$ cat config.mk
export PLATFORM = sky130hd
export DESIGN_NAME = lsdc_top
export DESIGN_NICKNAME = d
export VERILOG_FILES = /design/src/core/lsdc_sync.v /design/src/core/lsdc_top.v /design/src/core/lsdc_trig.v
export VERILOG_INCLUDE_DIRS = /design/src /design/src/common
export SDC_FILE = /design/constraint.sdc
export NUM_CORES = 1
export LEC_CHECK = 0
export BUFFER_PORTS_ARGS = -buffer_cell sky130_fd_sc_hd__buf_4
export CAP_MARGIN = 10
export CORE_AREA = 4 4 77 61
export DETAILED_ROUTE_END_ITERATION = 8
export DIE_AREA = 0 0 81 65
export GPL_TIMING_DRIVEN = 1
export PLACE_DENSITY_LB_ADDON = 0.25
export SLEW_MARGIN = 20
export SYNTH_ARGS = -nofsm -noshare
export SYNTH_HDL_FRONTEND = slang
export SYNTH_SLANG_ARGS = --single-unit
$ cat constraint.sdc
create_clock -name mclk -period 1.7 [get_ports mclk]
set_input_delay 0.255 -clock mclk [delete_from_list [all_inputs] [get_ports mclk]]
set_output_delay 0.255 -clock mclk [all_outputs]
set_load 0.05 [all_outputs]
$ cat src/common/lsdc_regs.vh
`ifndef LSDC_REGS_VH
`define LSDC_REGS_VH

// ----------------------------------------------------------------------
// Register offsets
// ----------------------------------------------------------------------
`define LSDC_OFF_L1_CAP        12'h244
`define LSDC_OFF_L1_CTL_ONE    12'h248
`define LSDC_OFF_L1_CTL_TWO    12'h24C
`define LSDC_OFF_CNT_HDR       12'h250
`define LSDC_OFF_CNT_CAP_CTL   12'h254
`define LSDC_OFF_CNT_STATUS    12'h258

// ----------------------------------------------------------------------
// L1 substates capability and control fields
// ----------------------------------------------------------------------
`define LSDC_L1_PCIPM_BIT      1
`define LSDC_L1_ASPM_BIT       3
`define LSDC_L1_SUBST_BIT      4
`define LSDC_RST_PCIPM_SUP     1'h1
`define LSDC_RST_ASPM_SUP      1'h0
`define LSDC_RST_SUBST_SUP     1'h1

// ----------------------------------------------------------------------
// Containment header, capability, control, status
// ----------------------------------------------------------------------
`define LSDC_HDR_VALUE         32'h0001001D
`define LSDC_MSG_NUM_RST       5'h01
`define LSDC_MSG_NUM_HI        4
`define LSDC_MSG_NUM_LO        0
`define LSDC_BE_LOW            0
`define LSDC_BE_CTL            2
`define LSDC_TRIG_LO           16
`define LSDC_TRIG_HI           17
`define LSDC_CPL_BIT           18
`define LSDC_INT_EN_BIT        19
`define LSDC_COR_EN_BIT        20
`define LSDC_TRIG_OFF          2'h0
`define LSDC_TRIG_FATAL        2'h1
`define LSDC_TRIG_ANY          2'h2
`define LSDC_RSN_UNCOR         2'h0
`define LSDC_RSN_NONFATAL      2'h1
`define LSDC_RSN_FATAL         2'h2
`define LSDC_ST_TRIG_BIT       0
`define LSDC_ST_RSN_LO         1
`define LSDC_ST_RSN_HI         2
`define LSDC_ST_INT_BIT        3

`endif

$ cat src/core/lsdc_sync.v
`timescale 1ns/10ps
`default_nettype none

module lsdc_sync
(
    input  wire mclk,
    input  wire rst_n,
    input  wire d,
    output wire q
);

    reg meta_r;
    reg q_r;

    always @(posedge mclk or negedge rst_n)
    begin
        if (!rst_n)
        begin
            meta_r <= 1'b0;
            q_r    <= 1'b0;
        end
        else
        begin
            meta_r <= d;
            q_r    <= meta_r;
        end
    end

    assign q = q_r;

endmodule // lsdc_sync

`default_nettype wire

$ cat src/core/lsdc_top.v
`timescale 1ns/10ps
`default_nettype none
`include "lsdc_regs.vh"

module lsdc_top
(
    input  wire        mclk,
    input  wire        rst_n,
    input  wire        cfg_rd,
    input  wire        cfg_wr,
    input  wire [11:0] cfg_addr,
    input  wire [31:0] cfg_wdata,
    input  wire [3:0]  cfg_be,
    output wire [31:0] cfg_rdata,
    output wire        cfg_rvalid,
    input  wire        ld_wr,
    input  wire [2:0]  ld_sup,
    input  wire        is_downstream,
    input  wire        uncor_err,
    input  wire        rx_nonfatal,
    input  wire        rx_fatal,
    output wire        pcipm_l11_en,
    output wire        aspm_l11_en,
    output wire        cont_active,
    output wire        cpl_ur_sel,
    output wire        cont_irq,
    output wire        cont_err_cor
);

    // ------------------------------------------------------------------
    // Pin synchronisers for the asynchronous error events and the strap
    // ------------------------------------------------------------------
    // Two stages each: an event is seen at q one edge after the first stage samples it
    wire uncor_s;
    wire nonfatal_s;
    wire fatal_s;
    wire down_s;

    lsdc_sync u_sync_uncor
    (
        .mclk  (mclk),
        .rst_n (rst_n),
        .d     (uncor_err),
        .q     (uncor_s)
    );

    lsdc_sync u_sync_nonfatal
    (
        .mclk  (mclk),
        .rst_n (rst_n),
        .d     (rx_nonfatal),
        .q     (nonfatal_s)
    );

    lsdc_sync u_sync_fatal
    (
        .mclk  (mclk),
        .rst_n (rst_n),
        .d     (rx_fatal),
        .q     (fatal_s)
    );

    // The strap is a pin too; containment access waits two edges after reset
    lsdc_sync u_sync_down
    (
        .mclk  (mclk),
        .rst_n (rst_n),
        .d     (is_downstream),
        .q     (down_s)
    );

    // ------------------------------------------------------------------
    // State
    // ------------------------------------------------------------------
    reg        pcipm_sup_r;
    reg        aspm_sup_r;
    reg        subst_sup_r;
    reg        pcipm_en_r;
    reg        aspm_en_r;
    reg [1:0]  trig_mode_r;
    reg        cpl_ur_r;
    reg        int_en_r;
    reg        cor_en_r;
    reg        st_trig_r;
    reg [1:0]  st_rsn_r;
    reg        st_int_r;
    reg        irq_r;
    reg        cor_r;
    reg        active_r;
    reg [31:0] rdata_r;
    reg        rvalid_r;
    reg [31:0] rdata_nxt;

    wire       fire;
    wire [1:0] reason;
    wire       hit_l1_cap  = cfg_addr == `LSDC_OFF_L1_CAP;
    wire       hit_l1_ctl  = cfg_addr == `LSDC_OFF_L1_CTL_ONE;
    wire       hit_capctl  = cfg_addr == `LSDC_OFF_CNT_CAP_CTL;
    wire       hit_status  = cfg_addr == `LSDC_OFF_CNT_STATUS;
    // Mode 11 is treated exactly like 00 so a stray value cannot arm it
    wire       trig_en     = down_s && (trig_mode_r == `LSDC_TRIG_FATAL
                             || trig_mode_r == `LSDC_TRIG_ANY);
    // Trigger is refused while a previous one is still pending
    wire       fire_new    = fire && !st_trig_r;
    wire       w1c_trig    = cfg_wr && down_s && hit_status && cfg_be[`LSDC_BE_LOW]
                             && cfg_wdata[`LSDC_ST_TRIG_BIT];
    wire       w1c_int     = cfg_wr && down_s && hit_status && cfg_be[`LSDC_BE_LOW]
                             && cfg_wdata[`LSDC_ST_INT_BIT];
    wire       w1c_rsn_lo  = cfg_wr && down_s && hit_status && cfg_be[`LSDC_BE_LOW]
                             && cfg_wdata[`LSDC_ST_RSN_LO];
    wire       w1c_rsn_hi  = cfg_wr && down_s && hit_status && cfg_be[`LSDC_BE_LOW]
                             && cfg_wdata[`LSDC_ST_RSN_HI];

    lsdc_trig u_trig
    (
        .trig_en     (trig_en),
        .trig_mode   (trig_mode_r),
        .uncor_err   (uncor_s),
        .rx_nonfatal (nonfatal_s),
        .rx_fatal    (fatal_s),
        .fire        (fire),
        .reason      (reason)
    );

    // ------------------------------------------------------------------
    // Capability defaults and autoload capture
    // ------------------------------------------------------------------
    // Autoload may rewrite the capability defaults at any time
    always @(posedge mclk or negedge rst_n)
    begin
        if (!rst_n)
        begin
            pcipm_sup_r <= `LSDC_RST_PCIPM_SUP;
            aspm_sup_r  <= `LSDC_RST_ASPM_SUP;
            subst_sup_r <= `LSDC_RST_SUBST_SUP;
        end
        else
        begin
            if (ld_wr)
            begin
                pcipm_sup_r <= ld_sup[0];
                aspm_sup_r  <= ld_sup[1];
                subst_sup_r <= ld_sup[2];
            end
        end
    end

    // ------------------------------------------------------------------
    // Control registers
    // ------------------------------------------------------------------
    always @(posedge mclk or negedge rst_n)
    begin
        if (!rst_n)
        begin
            pcipm_en_r  <= 1'b0;
            aspm_en_r   <= 1'b0;
            trig_mode_r <= `LSDC_TRIG_OFF;
            cpl_ur_r    <= 1'b0;
            int_en_r    <= 1'b0;
            cor_en_r    <= 1'b0;
        end
        else if (cfg_wr)
        begin
            if (hit_l1_ctl && cfg_be[`LSDC_BE_LOW])
            begin
                pcipm_en_r <= cfg_wdata[`LSDC_L1_PCIPM_BIT];
                aspm_en_r  <= cfg_wdata[`LSDC_L1_ASPM_BIT];
            end
            // Containment control exists only on a downstream port
            if (hit_capctl && down_s && cfg_be[`LSDC_BE_CTL])
            begin
                trig_mode_r <= cfg_wdata[`LSDC_TRIG_HI:`LSDC_TRIG_LO];
                cpl_ur_r    <= cfg_wdata[`LSDC_CPL_BIT];
                int_en_r    <= cfg_wdata[`LSDC_INT_EN_BIT];
                cor_en_r    <= cfg_wdata[`LSDC_COR_EN_BIT];
            end
        end
    end

    // ------------------------------------------------------------------
    // Status flags; a new trigger wins over a clear in the same cycle
    // ------------------------------------------------------------------
    always @(posedge mclk or negedge rst_n)
    begin
        if (!rst_n)
        begin
            st_trig_r <= 1'b0;
            st_rsn_r  <= `LSDC_RSN_UNCOR;
            st_int_r  <= 1'b0;
            irq_r     <= 1'b0;
            cor_r     <= 1'b0;
            active_r  <= 1'b0;
        end
        else
        begin
            irq_r <= fire_new && int_en_r;
            cor_r <= fire_new && cor_en_r;
            // Reason bits clear one by one; a pending trigger blocks new ones
            if (fire_new)
            begin
                st_trig_r <= 1'b1;
                st_rsn_r  <= reason;
            end
            else
            begin
                if (w1c_trig)
                    st_trig_r <= 1'b0;
                if (w1c_rsn_lo)
                    st_rsn_r[0] <= 1'b0;
                if (w1c_rsn_hi)
                    st_rsn_r[1] <= 1'b0;
            end
            if (fire_new && int_en_r)
                st_int_r <= 1'b1;
            else if (w1c_int)
                st_int_r <= 1'b0;
            active_r <= fire_new || (st_trig_r && !w1c_trig);
        end
    end

    // ------------------------------------------------------------------
    // Read path, one cycle after the strobe
    // ------------------------------------------------------------------
    always @*
    begin
        // Unmapped addresses and reserved bits fall out of this default
        rdata_nxt = 32'h00000000;
        if (hit_l1_cap)
        begin
            rdata_nxt[`LSDC_L1_PCIPM_BIT] = pcipm_sup_r;
            rdata_nxt[`LSDC_L1_ASPM_BIT]  = aspm_sup_r;
            rdata_nxt[`LSDC_L1_SUBST_BIT] = subst_sup_r;
        end
        else if (hit_l1_ctl)
        begin
            rdata_nxt[`LSDC_L1_PCIPM_BIT] = pcipm_en_r;
            rdata_nxt[`LSDC_L1_ASPM_BIT]  = aspm_en_r;
        end
        else if (down_s && cfg_addr == `LSDC_OFF_CNT_HDR)
        begin
            rdata_nxt = `LSDC_HDR_VALUE;
        end
        else if (down_s && hit_capctl)
        begin
            rdata_nxt[`LSDC_MSG_NUM_HI:`LSDC_MSG_NUM_LO] = `LSDC_MSG_NUM_RST;
            rdata_nxt[`LSDC_TRIG_HI:`LSDC_TRIG_LO]       = trig_mode_r;
            rdata_nxt[`LSDC_CPL_BIT]                     = cpl_ur_r;
            rdata_nxt[`LSDC_INT_EN_BIT]                  = int_en_r;
            rdata_nxt[`LSDC_COR_EN_BIT]                  = cor_en_r;
        end
        else if (down_s && hit_status)
        begin
            rdata_nxt[`LSDC_ST_TRIG_BIT]                = st_trig_r;
            rdata_nxt[`LSDC_ST_RSN_HI:`LSDC_ST_RSN_LO]  = st_rsn_r;
            rdata_nxt[`LSDC_ST_INT_BIT]                 = st_int_r;
        end
    end

    // Read data holds until the next read so the master may pick it up late
    always @(posedge mclk or negedge rst_n)
    begin
        if (!rst_n)
        begin
            rdata_r  <= 32'h00000000;
            rvalid_r <= 1'b0;
        end
        else
        begin
            rvalid_r <= cfg_rd;
            if (cfg_rd)
                rdata_r <= rdata_nxt;
        end
    end

    assign cfg_rdata    = rdata_r;
    assign cfg_rvalid   = rvalid_r;
    assign pcipm_l11_en = pcipm_en_r;
    assign aspm_l11_en  = aspm_en_r;
    assign cont_active  = active_r;
    assign cpl_ur_sel   = cpl_ur_r;
    assign cont_irq     = irq_r;
    assign cont_err_cor = cor_r;

endmodule // lsdc_top

`default_nettype wire

$ cat src/core/lsdc_trig.v
`timescale 1ns/10ps
`default_nettype none
`include "lsdc_regs.vh"

module lsdc_trig
(
    input  wire       trig_en,
    input  wire [1:0] trig_mode,
    input  wire       uncor_err,
    input  wire       rx_nonfatal,
    input  wire       rx_fatal,
    output reg        fire,
    output reg  [1:0] reason
);

    // Uncorrectable error has priority over messages arriving together
    always @*
    begin
        fire   = 1'b0;
        reason = `LSDC_RSN_UNCOR;
        if (trig_en)
        begin
            if (uncor_err)
            begin
                fire   = 1'b1;
                reason = `LSDC_RSN_UNCOR;
            end
            else if (rx_fatal)
            begin
                fire   = 1'b1;
                reason = `LSDC_RSN_FATAL;
            end
            else if (rx_nonfatal && trig_mode == `LSDC_TRIG_ANY)
            begin
                fire   = 1'b1;
                reason = `LSDC_RSN_NONFATAL;
            end
        end
    end

endmodule // lsdc_trig

`default_nettype wire

==> flow_summary_export.csv <==
group,metric,value,unit
critical_path,critPathLaunchType,"flip-flop",
clock_network,clk_pin_slew,0.07,ns
critical_path,cp_max_fo,5,
yosys,ys_seq_area_share,54.5,%
drt,drtIter0Drc,37,
final_layout,fin_cells,249,
yosys,synth-xor-area-share,0,%
clock_network,clk_latency,0.28,ns
yosys,synthTopCellsByArea,"dfrtp_1 51%, buf_4 10%, mux2_4 4.5%",
final_layout,antenna_cells,0,
yosys,synth.distinct_cells,35,
power,combPwrFrac,14.7,%
drt,vias,1176,
final_layout,final_cell_mix,"53 x buf_4, 34 x dfrtp_1, 22 x conb_1",
power,p_switching,462,uW
global_route,gr-total-overflow,0,
place,port-buffer-count,51,
clock_network,clockBufferDepth,2,
drt,wirelength,3410,um
global_route,antenna_found_initial,0,
sta,finalHoldViolations,0,
critical_path,cp_data_required_time,1.86,ns
clock_network,cts.sinks,36,
clock_network,cts_tree,"yes",
power,clkPwrFrac,33.2,%
drt,vias_per_cell,4.72,
drt,postRouteAntennaNets,0,
yosys,yosysWarnings,0,
yosys,synthCells,134,
sta,post-route-min-period,1.46,ns
sta,finalSetupTns,0,ns
power,power_leakage,1.05,nW
critical_path,cp-end-kind,"flip-flop",
floorplanning,dieArea,5270,um2
final_layout,layout_commonest_cell,"buf_4",
place,dp.cells,240,
yosys,synth_top_area_share,51.3,%
clock_network,cts_hold_buf,1,
place,place_congestion,0.736,
yosys,synth_seq_cells,36,
floorplanning,ios,99,
hold_path,hp-class,"primary input to flip-flop",
drt,drc_errors,0,
final_layout,largest_reg_flops,10,
clock_network,htreeDepth,2,
final_layout,layout.nets,254,
sta,fmax,685,MHz
global_route,grt_pass1_vias,1173,
yosys,synthMuxAreaShare,7.92,%
floorplanning,start_util,41.9,%
yosys,yosys.area_share.adder,0.755,%
power,internal_power,1.24,mW
yosys,synth.largest_area_cell,"dfrtp_1",
power,seq_power_share,52.2,%
clock_network,cts_resized,0,
power,switching_share,27.1,%
global_route,grt_start_max_net_pins,37,
floorplanning,core,3950,um2
sta,finClkSkew,0.00200,ns
run,cap_violations,0,
clock_network,cts_setup_buffers,0,
place,dp_hpwl,2730,um
drt,routedWlPerCell,13.7,um
sta,slew_violations,0,
critical_path,worstPathArrival,1.62,ns
yosys,synth_compound_area_share,10.7,%
clock_network,cts_root_buf,"clkbuf_8",
final_layout,drive_gt1_share,39.7,%
critical_path,path_class,"flip-flop to flip-flop",
floorplanning,die_h,65,um
power,irDropWorstVdd,0.482,mV
sta,fin_crit_sh,85.8,%
drt,drt_first_pass_iters,4,
run_status,outcome,"completed",
yosys,syn_area_per_cell,12.4,um2
global_route,grt_pass1_wl,5530,um
floorplanning,num_rows,20,
global_route,track_usage,13.9,%
floorplanning,die_w,81,um
sta,setup_viol,0,
yosys,synth_top_family_by_area,"simple AND/OR/NAND/NOR gates",
final_layout,syn2layout_area_growth,28.0,%
yosys,syn_area,1660,um2
yosys,synthSimpleGateAreaFrac,14.3,%
sta,rsz0062_at_grt,"false",
power,p_per_area,802,nW/um2
clock_network,cts_buffers,5,
synth_stat cells:
master	instances
nand4_4	1
o32ai_1	1
nor2b_1	2
nor4_4	1
and4_4	1
conb_1	1
ha_1	1
and3_1	2
mux2_2	5
a22oi_1	2
inv_1	4
clkinv_1	1
a32oi_1	1
and4_2	1
nand4_1	3
o21ai_0	4
a21oi_1	1
and4b_1	1
and2_1	1
nor2_1	4
nand2b_1	2
o2bb2ai_1	5
nor3_2	1
nor3b_1	1
mux2_4	5
nand3b_1	1
a211o_1	1
dfstp_2	2
and2b_1	1
nand2_1	11
nor3b_2	1
buf_4	23
a22o_1	6
dfrtp_1	34
o211ai_1	2
final cells by class:
cell class                 count  area [um2]
fill                         350        1830
sequential                    36         903
multi-input combinational     91         642
timing repair buffer          54         408
clock buffer                   7        76.3
tap                           55        68.8
inverter                       5        18.8
clock inverter                 1        5.00
cells by family after synthesis:
| group | Yosys count |
|---|---|
| DFF | 36 |
| and+or+nand+nor | 35 |
| buffers and inverters | 28 |
| AOI/OAI and AO/OA | 23 |
| muxes | 10 |
| adders and majority gates | 1 |
| other | 1 |
per-layer routing:
metal	share of wire [%]	vias up	routed length, um	global-route usage [%]
met5	0	-	0	0
met2	47	55	1620	21.3
met3	8.1	6	278	4.44
met1	43	565	1480	18.6
li1	-	550	-	-
met4	1.3	0	43	4.43
per-stage QoR:
| step | setup slack [ns] | hold slack, ns | util [%] | cell area [um2] | power [mW] |
|---|---|---|---|---|---|
| 2_1_floorplan | 0.259 | -0.0406 | - | 1740 | 1.09 |
| 3_3_place_gp | 0.0932 | 0.223 | 51.4 | 2030 | 1.15 |
| 3_5_place_dp | 0.0661 | 0.235 | 51.4 | 2030 | 1.15 |
| 4_1_cts | 0.228 | 0.0678 | 53.7 | 2120 | 1.72 |
| 5_1_grt | 0.109 | 0.0620 | 53.7 | 2120 | 1.78 |
| 6_report | 0.241 | 0.0795 | 53.7 | 2120 | 1.70 |
critical path: stages (launching register included):
cell	delay, ns
dfrtp_1	0.37
inv_1	0.05
ha_1	0.28
nor3b_1	0.20
buf_4	0.16
nand2_1	0.10
o211ai_1	0.10
nand2_1	0.08
path summary, 6_finish.rpt:
| check | start | end | slack (ns) | depth (start not counted) |
|---|---|---|---|---|
| worst max-delay path | trig_mode_r[0] | st_rsn_r[0] | 0.24 | 7 |
| worst min-delay path | is_downstream | u_sync_down.meta_r | 0.08 | 1 |
| worst max register to register | trig_mode_r[0] | st_rsn_r[0] | 0.24 | 7 |
| worst min register to register | u_sync_fatal.meta_r | u_sync_fatal.q | 0.35 | 0 |
| max in group asynchronous | rst_n | subst_sup_r | 0.89 | 2 |
| min in group asynchronous | rst_n | cfg_rvalid | 0.47 | 2 |
power groups by stage:
stage,logic (mW),clock network [mW],registers [mW]
after floorplan,0.186,0,0.906
after global placement,0.243,0,0.903
after detailed placement,0.248,0,0.904
after CTS,0.250,0.584,0.888
after global routing,0.270,0.624,0.890
final,0.250,0.565,0.888
Note: power is estimated with default switching activity, not from simulation.
